File: config.mk
export PLATFORM = sky130hd
export DESIGN_NAME = pgpm_port
export DESIGN_NICKNAME = d
export VERILOG_FILES = /design/src/inc/pgpm_pkg.sv /design/src/inc/pgpm_pin_if.sv /design/src/hw/pgpm_pin_sel.sv /design/src/hw/pgpm_port.sv
export SDC_FILE = /design/constraint.sdc
export NUM_CORES = 1
export LEC_CHECK = 0
export BUFFER_PORTS_ARGS = -buffer_cell sky130_fd_sc_hd__buf_2
export CAP_MARGIN = 20
export CORE_MARGIN = 5
export CORE_UTILIZATION = 37
export DETAILED_ROUTE_END_ITERATION = 12
export GPL_TIMING_DRIVEN = 0
export MAX_ROUTING_LAYER = met4
export PLACE_DENSITY = 0.76
export SLEW_MARGIN = 15
export SYNTH_ARGS = -nofsm -noshare
export SYNTH_HDL_FRONTEND = slang
export SYNTH_SLANG_ARGS = --single-unit
File: constraint.sdc
create_clock -name clk_i -period 1.2 [get_ports clk_i]
set_input_delay 0.24 -clock clk_i [delete_from_list [all_inputs] [get_ports clk_i]]
set_output_delay 0.24 -clock clk_i [all_outputs]
set_load 0.05 [all_outputs]
File: src/inc/pgpm_pkg.sv
/*
 * Package for the port 4 pin multiplexer: register offsets, reset values,
 * field positions and the pin function encoding.
 * Assumes a 32-bit classic Wishbone register bus with word-aligned registers.
 */
package pgpm_pkg;

	// ---------------------------------------------------------------
	// Register map
	// ---------------------------------------------------------------
	localparam logic [3:0] PGPM_OFS_DIR    = 4'h0;
	localparam logic [3:0] PGPM_OFS_DATA   = 4'h4;
	localparam logic [3:0] PGPM_OFS_SYSCTL = 4'h8;
	localparam logic [3:0] PGPM_OFS_TMRCTL = 4'hc;

	// ---------------------------------------------------------------
	// Reset values and fields
	// ---------------------------------------------------------------
	localparam logic [7:0]  PGPM_DIR_RST    = 8'h00;
	localparam logic [7:0]  PGPM_DATA_RST   = 8'h00;
	localparam logic [7:0]  PGPM_DIR_READ   = 8'hff;
	localparam logic [31:0] PGPM_UNMAPPED   = 32'h0000_0000;
	localparam int          PGPM_SME_BIT    = 0;
	localparam int          PGPM_OEA_BIT    = 0;
	localparam int          PGPM_OEB_BIT    = 1;
	localparam int          PGPM_PIN_A      = 6;
	localparam int          PGPM_PIN_B      = 7;

	// ---------------------------------------------------------------
	// Pin function selection
	// ---------------------------------------------------------------
	typedef enum logic [1:0] {
		PGPM_FN_IN   = 2'b00,
		PGPM_FN_OUT  = 2'b01,
		PGPM_FN_TMR  = 2'b10,
		PGPM_FN_DPR  = 2'b11
	} pgpm_fn_t;

endpackage : pgpm_pkg

File: src/inc/pgpm_pin_if.sv
/*
 * Interface carrying one pin's select inputs and resulting drive to the
 * pin selector cell.
 * Assumes one instance per multiplexed pin.
 */
`timescale 1ns/1ns
interface pgpm_pin_if;
	import pgpm_pkg::*;
	logic     slave_en;
	logic     cmp_oe;
	logic     dir;
	logic     port_out;
	logic     cmp_out;
	logic     dpr_out;
	logic     dpr_drive;
	logic     pin_out;
	logic     pin_oe_n;
	pgpm_fn_t fn;

	modport sel (input slave_en, cmp_oe, dir, port_out, cmp_out, dpr_out, dpr_drive,
		output pin_out, pin_oe_n, fn);
	modport top (output slave_en, cmp_oe, dir, port_out, cmp_out, dpr_out, dpr_drive,
		input pin_out, pin_oe_n, fn);
endinterface : pgpm_pin_if

File: src/hw/pgpm_pin_sel.sv
/*
 * Pin function selector for a pin shared by port, timer compare output and
 * dual-port RAM data bus.
 * Assumes all inputs are synchronous to the same clock; purely combinational.
 */
`timescale 1ns/1ns
module pgpm_pin_sel
(
	pgpm_pin_if.sel p
);
	import pgpm_pkg::*;

	// ---------------------------------------------------------------
	// Selection
	// ---------------------------------------------------------------
	// Don't-care columns collapse into the priority order below.
	always_comb
	begin
		if (p.slave_en)
		begin
			p.fn       = PGPM_FN_DPR;
			p.pin_out  = p.dpr_out;
			p.pin_oe_n = ~p.dpr_drive;
		end
		else if (p.cmp_oe)
		begin
			p.fn       = PGPM_FN_TMR;
			p.pin_out  = p.cmp_out;
			p.pin_oe_n = 1'b0;
		end
		else
		begin
			p.fn       = p.dir ? PGPM_FN_OUT : PGPM_FN_IN;
			p.pin_out  = p.port_out;
			p.pin_oe_n = ~p.dir;
		end
	end

endmodule : pgpm_pin_sel

File: src/hw/pgpm_port.sv
/*
 * Port 4 general-purpose I/O with pin multiplexing for pins 7 and 6.
 * Assumes a classic Wishbone master, standby requests from the system
 * controller, and the timer and dual-port RAM logic outside this block.
 */
// Our own choices: the register offsets and the Wishbone slave port.
`timescale 1ns/1ns
// Behaviour
// - Direction bit 1 makes a pin output, 0 makes it input.
// - Direction register is write-only; reads return all ones.
// - Reset and hardware standby clear the direction register.
// - Software standby keeps direction, so outputs keep driving.
// - Software standby resets peripheral ownership back to port control.
// - Port read returns data register for bits with direction 1.
// - Port read returns sampled pin level for bits with direction 0.
// - Read-back rule also applies to peripheral-owned pins.
// - Data register clears on reset and hardware standby, keeps through software standby.
// - Pins are shared among port, RAM bus, timers and compare outputs.
// - Slave-mode enable set to 1 hands pins to the RAM data bus.
// - Don't-care selection entries give the same function either way.
module pgpm_port
(
	input  wire logic                  clk_i,
	input  wire logic                  rst_i,
	input  wire logic                  hw_standby_i,
	input  wire logic                  sw_standby_i,
	input  wire logic                  wb_cyc_i,
	input  wire logic                  wb_stb_i,
	input  wire logic                  wb_we_i,
	input  wire logic [3:0]            wb_adr_i,
	input  wire logic [3:0]            wb_sel_i,
	input  wire logic [31:0]           wb_dat_i,
	output logic      [31:0]           wb_dat_o,
	output logic                       wb_ack_o,
	input  wire logic [7:0]            pin_i,
	output logic      [7:0]            pin_o,
	output logic      [7:0]            pin_oe_n_o,
	input  wire logic                  timer_compare_a_out_i,
	input  wire logic                  timer_compare_b_out_i,
	input  wire logic [7:6]            dual_port_ram_data_bus_i,
	input  wire logic                  dual_port_ram_drive_i,
	output logic      [7:6]            dual_port_ram_data_bus_o,
	output logic                       slave_mode_enable_o,
	output logic                       periph_reset_o,
	output pgpm_pkg::pgpm_fn_t [7:6]   pin_fn_o
);
	import pgpm_pkg::*;

	// ---------------------------------------------------------------
	// Registers
	// ---------------------------------------------------------------
	logic [7:0]  port_direction;
	logic [7:0]  port_output_data;
	logic        slave_mode_enable;
	logic [1:0]  cmp_oe;
	logic        ack;
	logic [31:0] rdata;
	logic [7:0]  next_port_direction;
	logic [7:0]  next_port_output_data;
	logic        next_slave_mode_enable;
	logic [1:0]  next_cmp_oe;
	logic        next_ack;
	logic [31:0] next_rdata;
	logic        wr_go;
	logic [7:0]  port_read;

	// Registers answer after one cycle; ack drops the cycle after it.
	assign wr_go = wb_cyc_i && wb_stb_i && !ack && wb_we_i && wb_sel_i[0];

	// Direction picks register or pin, independent of pin owner.
	assign port_read = (port_direction & port_output_data) | (~port_direction & pin_i);

	always_comb
	begin
		next_port_direction    = port_direction;
		next_port_output_data  = port_output_data;
		next_slave_mode_enable = slave_mode_enable;
		next_cmp_oe            = cmp_oe;
		next_ack               = wb_cyc_i && wb_stb_i && !ack;
		next_rdata             = rdata;
		if (wb_cyc_i && wb_stb_i && !ack && !wb_we_i)
		begin
			unique case (wb_adr_i)
				PGPM_OFS_DIR:    next_rdata = {24'h00_0000, PGPM_DIR_READ};
				PGPM_OFS_DATA:   next_rdata = {24'h00_0000, port_read};
				PGPM_OFS_SYSCTL: next_rdata = {31'h0000_0000, slave_mode_enable};
				PGPM_OFS_TMRCTL: next_rdata = {30'h0000_0000, cmp_oe};
				default:         next_rdata = PGPM_UNMAPPED;
			endcase
		end
		if (wr_go)
		begin
			unique case (wb_adr_i)
				PGPM_OFS_DIR:    next_port_direction = wb_dat_i[7:0];
				PGPM_OFS_DATA:   next_port_output_data = wb_dat_i[7:0];
				PGPM_OFS_SYSCTL: next_slave_mode_enable = wb_dat_i[PGPM_SME_BIT];
				PGPM_OFS_TMRCTL: next_cmp_oe = {wb_dat_i[PGPM_OEB_BIT], wb_dat_i[PGPM_OEA_BIT]};
				default:         next_rdata = rdata;
			endcase
		end
		// Software standby reinitialises the peripherals but keeps port state.
		if (sw_standby_i)
		begin
			next_slave_mode_enable = 1'b0;
			next_cmp_oe            = 2'b00;
		end
	end

	always_ff @(posedge clk_i)
	begin
		if (rst_i || hw_standby_i)
		begin
			port_direction    <= PGPM_DIR_RST;
			port_output_data  <= PGPM_DATA_RST;
			slave_mode_enable <= 1'b0;
			cmp_oe            <= 2'b00;
			ack               <= 1'b0;
			rdata             <= PGPM_UNMAPPED;
		end
		else
		begin
			port_direction    <= next_port_direction;
			port_output_data  <= next_port_output_data;
			slave_mode_enable <= next_slave_mode_enable;
			cmp_oe            <= next_cmp_oe;
			ack               <= next_ack;
			rdata             <= next_rdata;
		end
	end

	assign wb_dat_o            = rdata;
	assign wb_ack_o            = ack;
	assign slave_mode_enable_o = slave_mode_enable;
	assign periph_reset_o      = sw_standby_i || rst_i || hw_standby_i;

	// ---------------------------------------------------------------
	// Pin multiplexing
	// ---------------------------------------------------------------
	// Pins 5 to 0 only carry the plain port here; their timer functions live elsewhere.
	pgpm_pin_if pa ();
	pgpm_pin_if pb ();

	assign pa.slave_en  = slave_mode_enable;
	assign pa.cmp_oe    = cmp_oe[PGPM_OEA_BIT];
	assign pa.dir       = port_direction[PGPM_PIN_A];
	assign pa.port_out  = port_output_data[PGPM_PIN_A];
	assign pa.cmp_out   = timer_compare_a_out_i;
	assign pa.dpr_out   = dual_port_ram_data_bus_i[PGPM_PIN_A];
	assign pa.dpr_drive = dual_port_ram_drive_i;
	assign pb.slave_en  = slave_mode_enable;
	assign pb.cmp_oe    = cmp_oe[PGPM_OEB_BIT];
	assign pb.dir       = port_direction[PGPM_PIN_B];
	assign pb.port_out  = port_output_data[PGPM_PIN_B];
	assign pb.cmp_out   = timer_compare_b_out_i;
	assign pb.dpr_out   = dual_port_ram_data_bus_i[PGPM_PIN_B];
	assign pb.dpr_drive = dual_port_ram_drive_i;

	pgpm_pin_sel u_sel_a (.p(pa));
	pgpm_pin_sel u_sel_b (.p(pb));

	// Pins 5 to 0 are plain port pins; only 7 and 6 have extra owners here.
	assign pin_o      = {pb.pin_out, pa.pin_out, port_output_data[5:0]};
	assign pin_oe_n_o = {pb.pin_oe_n, pa.pin_oe_n, ~port_direction[5:0]};
	always_comb
	begin
		pin_fn_o[7] = pb.fn;
		pin_fn_o[6] = pa.fn;
	end
	assign dual_port_ram_data_bus_o = pin_i[7:6];
endmodule : pgpm_port

==> flow_summary.toml, run 1 <==
[clock_network]
path_clk_slew_ns = 0.10
htree_levels = 1
cts_tree = "built"
postCtsHoldBufs = 0
cts-root-buf = "clkbuf_8"
clkLatencyLatePin_ns = 0.28
clock_sinks = 28
cts_buffer_depth = 2
cts_buffers = 3

[final_layout]
n_antenna_cell = 0
final_nets = 348
final_cell_area_mm2 = 0.00253
final-instance-count-excl-fill = 339
post-route-util_pct = 58.2
most-common-layout-cells = "buf_2 (52), nand2_1 (36), buf_4 (35)"
drive_above_1_share_pct = 53.0
final_common_cell = "buf_2"
area_growth_pct = 51.8

[worst_setup_path]
critPathArrivalTime_ns = 1.31
critPathCaptureType = "output port"
critPathLaunchType = "flop"
rr_worst_depth = 3
criticalPathCategory = "reg -> out"
path_max_fanout = 5
critical_path_required_ns = 0.96

[hold_path]
min_path_type = "in -> reg"
hold_path_depth = 3

[global_route]
grt_start_max_net_pins = 17
grt_pass1_vias = 1523
grt-ovfl-total = 0
grtUsageTotal_pct = 14.7
grt_antenna_before_repair = 0
grt_pass1_wl_um = 6960

[routing]
wl_per_cell_um = 13.1
detail_route.vias_per_cell = 4.53
drt_iter0_markers = 41
drc = 0
final_antenna_net_count = 0
vias = 1534
firstDrtPassIters = 4
wl_um = 4450

[placed_design]
io_buffers = 65
place_area_mm2 = 0.00219
pre_cts_ws_ns = -0.389
place_congestion = 0.782
place_hpwl_um = 3440
dp.cells = 327

[power_and_ir_drop]
ir_drop_v = 0.000425
power_mw = 2.07
p_int_mw = 1.44
p_leak_nw = 1.21
power_density_mw_per_mm2 = 815
clock_power_share_pct = 32.5
sw_frac_of_total_pct = 30.2
switchingPower_mw = 0.624
seqPwrFrac_pct = 44.7
pwr-share-comb_pct = 22.8

[timing]
finalCritPeriodShare_pct = 129
hold_ws_ns = 0.216
slew_viol_final = 0
timing.slew.headroom_pct = 66.0
period_minus_slack_ns = 1.55
fmax_ghz = 0.646
finalSetupViolations = 19
skew_ns = 0.00556
worst_pin_slew_ns = 0.510
hold_viol_final = 0
rsz0062_at_grt = "true"
tns_ns = -2.48
setup_ws_ns = -0.348

[synth]
synth_edf_count = 0
ys.warnings.count = 0
ys.flop_type = "dfxtp_1"
async_flop_share_pct = 0
postSynthCellCount = 187
syn_area_per_cell_um2 = 8.93
synth_cell_types = 31
seq_area_frac_synth_pct = 33.6
ys_ff_latch = 28
synth_area_mm2 = 0.00167

[job]
drv_cap = 0

[floorplanning]
core_mm2 = 0.00435
boundaryPins = 117
start_util_pct = 38.4
die_height_um = 77.2
dieArea_mm2 = 0.00596
num_rows = 24
die_w_um = 77.2

[run_status]
failed_checks = "setup timing"
status = "finished with violations"
timing repair:
| item | 4_1_cts | 5_1_grt |
|---|---|---|
| setup buffers | 11 | 1 |
| resized for setup | 40 | 29 |
| hold endpoints to repair | 0 | 0 |
| pin swaps | 7 | 7 |
| setup endpoints to repair | 27 | 36 |
critical path, cell delays in order, from the launching register on:
cell and delay [ns]:
dfxtp_4 0.36, buf_8 0.12, or2_4 0.25, o21ai_4 0.14, buf_8 0.16
cell type report:
class / instances / area (µm²)
clock buffer: 4 / 66.3
fill: 393 / 1820
buffer: 34 / 256
sequential: 28 / 584
multi-input combinational: 135 / 1020
inverter: 9 / 33.8
timing repair buffer: 77 / 513
tap: 52 / 65.1
power by group through the flow:
stage                     Combinational [mW]  Sequential, mW  Clock (mW)
after floorplan                        0.336           0.957           0
after global placement                 0.437           0.950           0
after detailed placement               0.438           0.950           0
after CTS                              0.456           0.924       0.678
after global routing                   0.502           0.924       0.707
final                                  0.471           0.924       0.671
state kept, by name, summed over array words and instances, names as in the netlist:
name                 count
slave_mode_enable_o      1
cmp_oe                   2
port_output_data         8
wb_dat_o                 8
port_direction           8
wb_ack_o                 1
Yosys cell counts (2+ instances only):
master / instances / area [µm²]
a2111o_1: 6 / 67.6
a21o_1: 2 / 15.0
a21oi_1: 5 / 25.0
a22oi_1: 2 / 15.0
a32o_1: 2 / 20.0
buf_2: 3 / 15.0
buf_4: 31 / 233
clkbuf_1: 4 / 15.0
dfxtp_1: 28 / 561
inv_1: 9 / 33.8
mux2i_1: 30 / 300
nand2_1: 38 / 143
nor2_1: 2 / 7.51
nor3_1: 2 / 10.0
o21ai_0: 4 / 20.0
or2_2: 4 / 25.0
final timing paths:
kind,from,endpoint,slack [ns]
worst min-delay path,wb_dat_i[2],port_output_data[2],0.22
worst max register to register,wb_ack_o,port_direction[5],-0.12
worst min register to register,wb_dat_o[2],wb_dat_o[2],0.46
worst max-delay path,slave_mode_enable_o,pin_oe_n_o[7],-0.35
metal layers:
metal / vias to the layer above / part of all wire [%] / global-route usage [%]
li1: 791 / - / -
met1: 684 / 41 / 16.4
met2: 54 / 51 / 25.8
met3: 5 / 6.8 / 3.40
met4: 0 / 1.3 / 4.12
met5: - / 0 / -
cells by family after synthesis:
kind of cell    count (synthesis)  synth area share (%)
mux                            30                  18.0
flops                          28                  33.6
simple gates                   59                  20.2
compound gates                 22                  10.3
buf+inv                        47                  17.8
other cells                     1                 0.225
(Power assumes the default switching activity.)
==> run 2: changes to the inputs <==
--- a/config.mk
+++ b/config.mk
@@ -7,12 +7,13 @@
 export LEC_CHECK = 0
 export BUFFER_PORTS_ARGS = -buffer_cell sky130_fd_sc_hd__buf_2
 export CAP_MARGIN = 20
+export CELL_PAD_IN_SITES_DETAIL_PLACEMENT = 0
+export CELL_PAD_IN_SITES_GLOBAL_PLACEMENT = 2
 export CORE_MARGIN = 5
-export CORE_UTILIZATION = 37
+export CORE_UTILIZATION = 19
 export DETAILED_ROUTE_END_ITERATION = 12
-export GPL_TIMING_DRIVEN = 0
 export MAX_ROUTING_LAYER = met4
-export PLACE_DENSITY = 0.76
+export PLACE_DENSITY_LB_ADDON = 0.1
 export SLEW_MARGIN = 15
 export SYNTH_ARGS = -nofsm -noshare
 export SYNTH_HDL_FRONTEND = slang
==> run 2 against run 1 <==
Against the previous run: the run still ends with setup timing left; combinational power decreased by 6.8%; first-iteration DRC count decreased by 32%; cell count grew 11%; maximum frequency rose by 8.7%; power fell by 0.22%; die area rose by 81%; routed wire length grew 17%; clock-buffer cell count is the same; flip-flop and latch count is the same; final area decreased by 2.2%; sequential share of layout area increased by 0.41 points; register-to-register slack better by 0.08 ns; largest cell class unchanged; highest routed layer unchanged.
==> flow_summary.toml, run 2 (synthesis gave the netlist of run 1 again) <==
[job]
drv_cap = 0

[final_layout]
n_antenna_cell = 0
drive_above_1_share_pct = 49.3
final_common_cell = "buf_2"
multi_input_area_mm2 = 0.00101
area_growth_pct = 48.5
fillCellCount = 968
final_nets = 329
most-common-layout-cells = "buf_2 (47), nand2_1 (38), mux2i_1 (30)"
seq_area_um2 = 582
final_cell_area_mm2 = 0.00248

[floorplanning]
num_rows = 34
start_util_pct = 19.3
core_mm2 = 0.00864
dieArea_mm2 = 0.0108
die_height_um = 104
die_w_um = 104
boundaryPins = 117

[worst_setup_path]
critPathLaunchType = "flop"
rr_worst_depth = 3
cp_slowest_cell = "dfxtp_4"
r2r_setup_slack_ns = -0.04
critPathCaptureType = "output port"
critPathArrivalTime_ns = 1.18
critPathMaxStageDelay_ns = 0.37
path_max_fanout = 4
critical_path_required_ns = 0.96
path_cells = "or2_4 > o21ai_2 > buf_6"
criticalPathCategory = "reg -> out"

[run_status]
failed_checks = "setup timing"
status = "finished with violations"

[power_and_ir_drop]
ir_drop_v = 0.000412
p_leak_nw = 1.08
power_density_mw_per_mm2 = 831

[routing]
wl_um = 5210
detail_route.vias_per_cell = 3.94
drc = 0
firstDrtPassIters = 4
vias = 1482
wl_per_cell_um = 13.9
drt_iter0_markers = 28
final_antenna_net_count = 0

[clock_network]
cts_buffers = 3
clock_sinks = 28
cts_tree = "built"
clkLatencyLatePin_ns = 0.28
path_clk_slew_ns = 0.10
htree_levels = 1
cts_buffer_depth = 2
cts-root-buf = "clkbuf_8"

[timing]
finalSetupViolations = 17
fmax_ghz = 0.703
hold_viol_final = 0
finalCritPeriodShare_pct = 119
setup_ws_ns = -0.223
slew_viol_final = 0
rsz0062_at_grt = "true"
period_minus_slack_ns = 1.42
tns_ns = -1.64
skew_ns = 0.00815

[global_route]
grtUsageTotal_pct = 9.64
grt_start_max_net_pins = 27
grt_pass1_vias = 1507
grt-ovfl-total = 0
grt_pass1_wl_um = 8120
grt_antenna_before_repair = 0

[placed_design]
io_buffers = 65
place_area_mm2 = 0.00217
place_congestion = 0.644
place_hpwl_um = 4060

[hold_path]
min_path_type = "in -> reg"
hold_path_depth = 3
==> run 2: final cells by class <==
type / count / share of cell area, %
Multi-Input combinational cell: 136 / 40.7
Timing Repair Buffer: 91 / 26.4
Sequential cell: 28 / 23.5
Tap cell: 108 / 5.45
Clock buffer: 4 / 2.67
Inverter: 9 / 1.36
==> run 2: timing repair <==
| item | 4_1_cts | 5_1_grt |
|---|---|---|
| resized for setup | 44 | 17 |
| buffers inserted | 3 | 2 |
| cloned | 1 | 0 |
| setup endpoints to repair | 38 | 36 |
| endpoints found under the hold margin | 0 | 0 |
| hold buffers | 0 | 0 |
| pin swaps | 3 | 3 |
==> run 2: final timing paths <==
path	from	to
worst min register to register	wb_dat_o[6]	wb_dat_o[6]
worst max register to register	wb_ack_o	port_direction[5]
worst max-delay path	slave_mode_enable_o	pin_oe_n_o[6]
worst min-delay path	wb_dat_i[1]	cmp_oe[1]
==> run 2: metrics by stage <==
step	hold slack (ns)	total power, mW	std cells	utilization [%]	setup slack [ns]
finish	0.210	2.06	376	28.7	-0.223
global route	0.215	2.15	376	28.7	-0.278
CTS	0.202	2.12	374	28.0	-0.248
detailed placement	0.451	1.36	367	25.1	-0.241
global placement	0.447	1.36	367	25.1	-0.242
floorplan	0.379	1.29	210	-	-0.251
==> run 2: report_power, final <==
part / internal (mW) / total (mW) / switching (mW) / leakage [nW]
logic: 0.123 / 0.439 / 0.316 / 0.815
registers: 0.927 / 0.929 / 0.00191 / 0.233
clock network: 0.364 / 0.693 / 0.330 / 0.0339
==> run 2: metal layers <==
metal  wire, µm  GRT usage [%]  vias to the layer above
li1           -              -                      754
met1       2430           12.6                      676
met4         48           3.05                        0
met5          0              -                        -
met3        318           2.05                        2
met2       2410           14.8                       50
==> run 2: critical path: cells and delay by family (launching register included) <==
kind                   cells  cell delay [ns]
AOI/OAI and AO/OA          1             0.12
buffers and inverters      1             0.17
DFF                        1             0.37
and+or+nand+nor            1             0.25
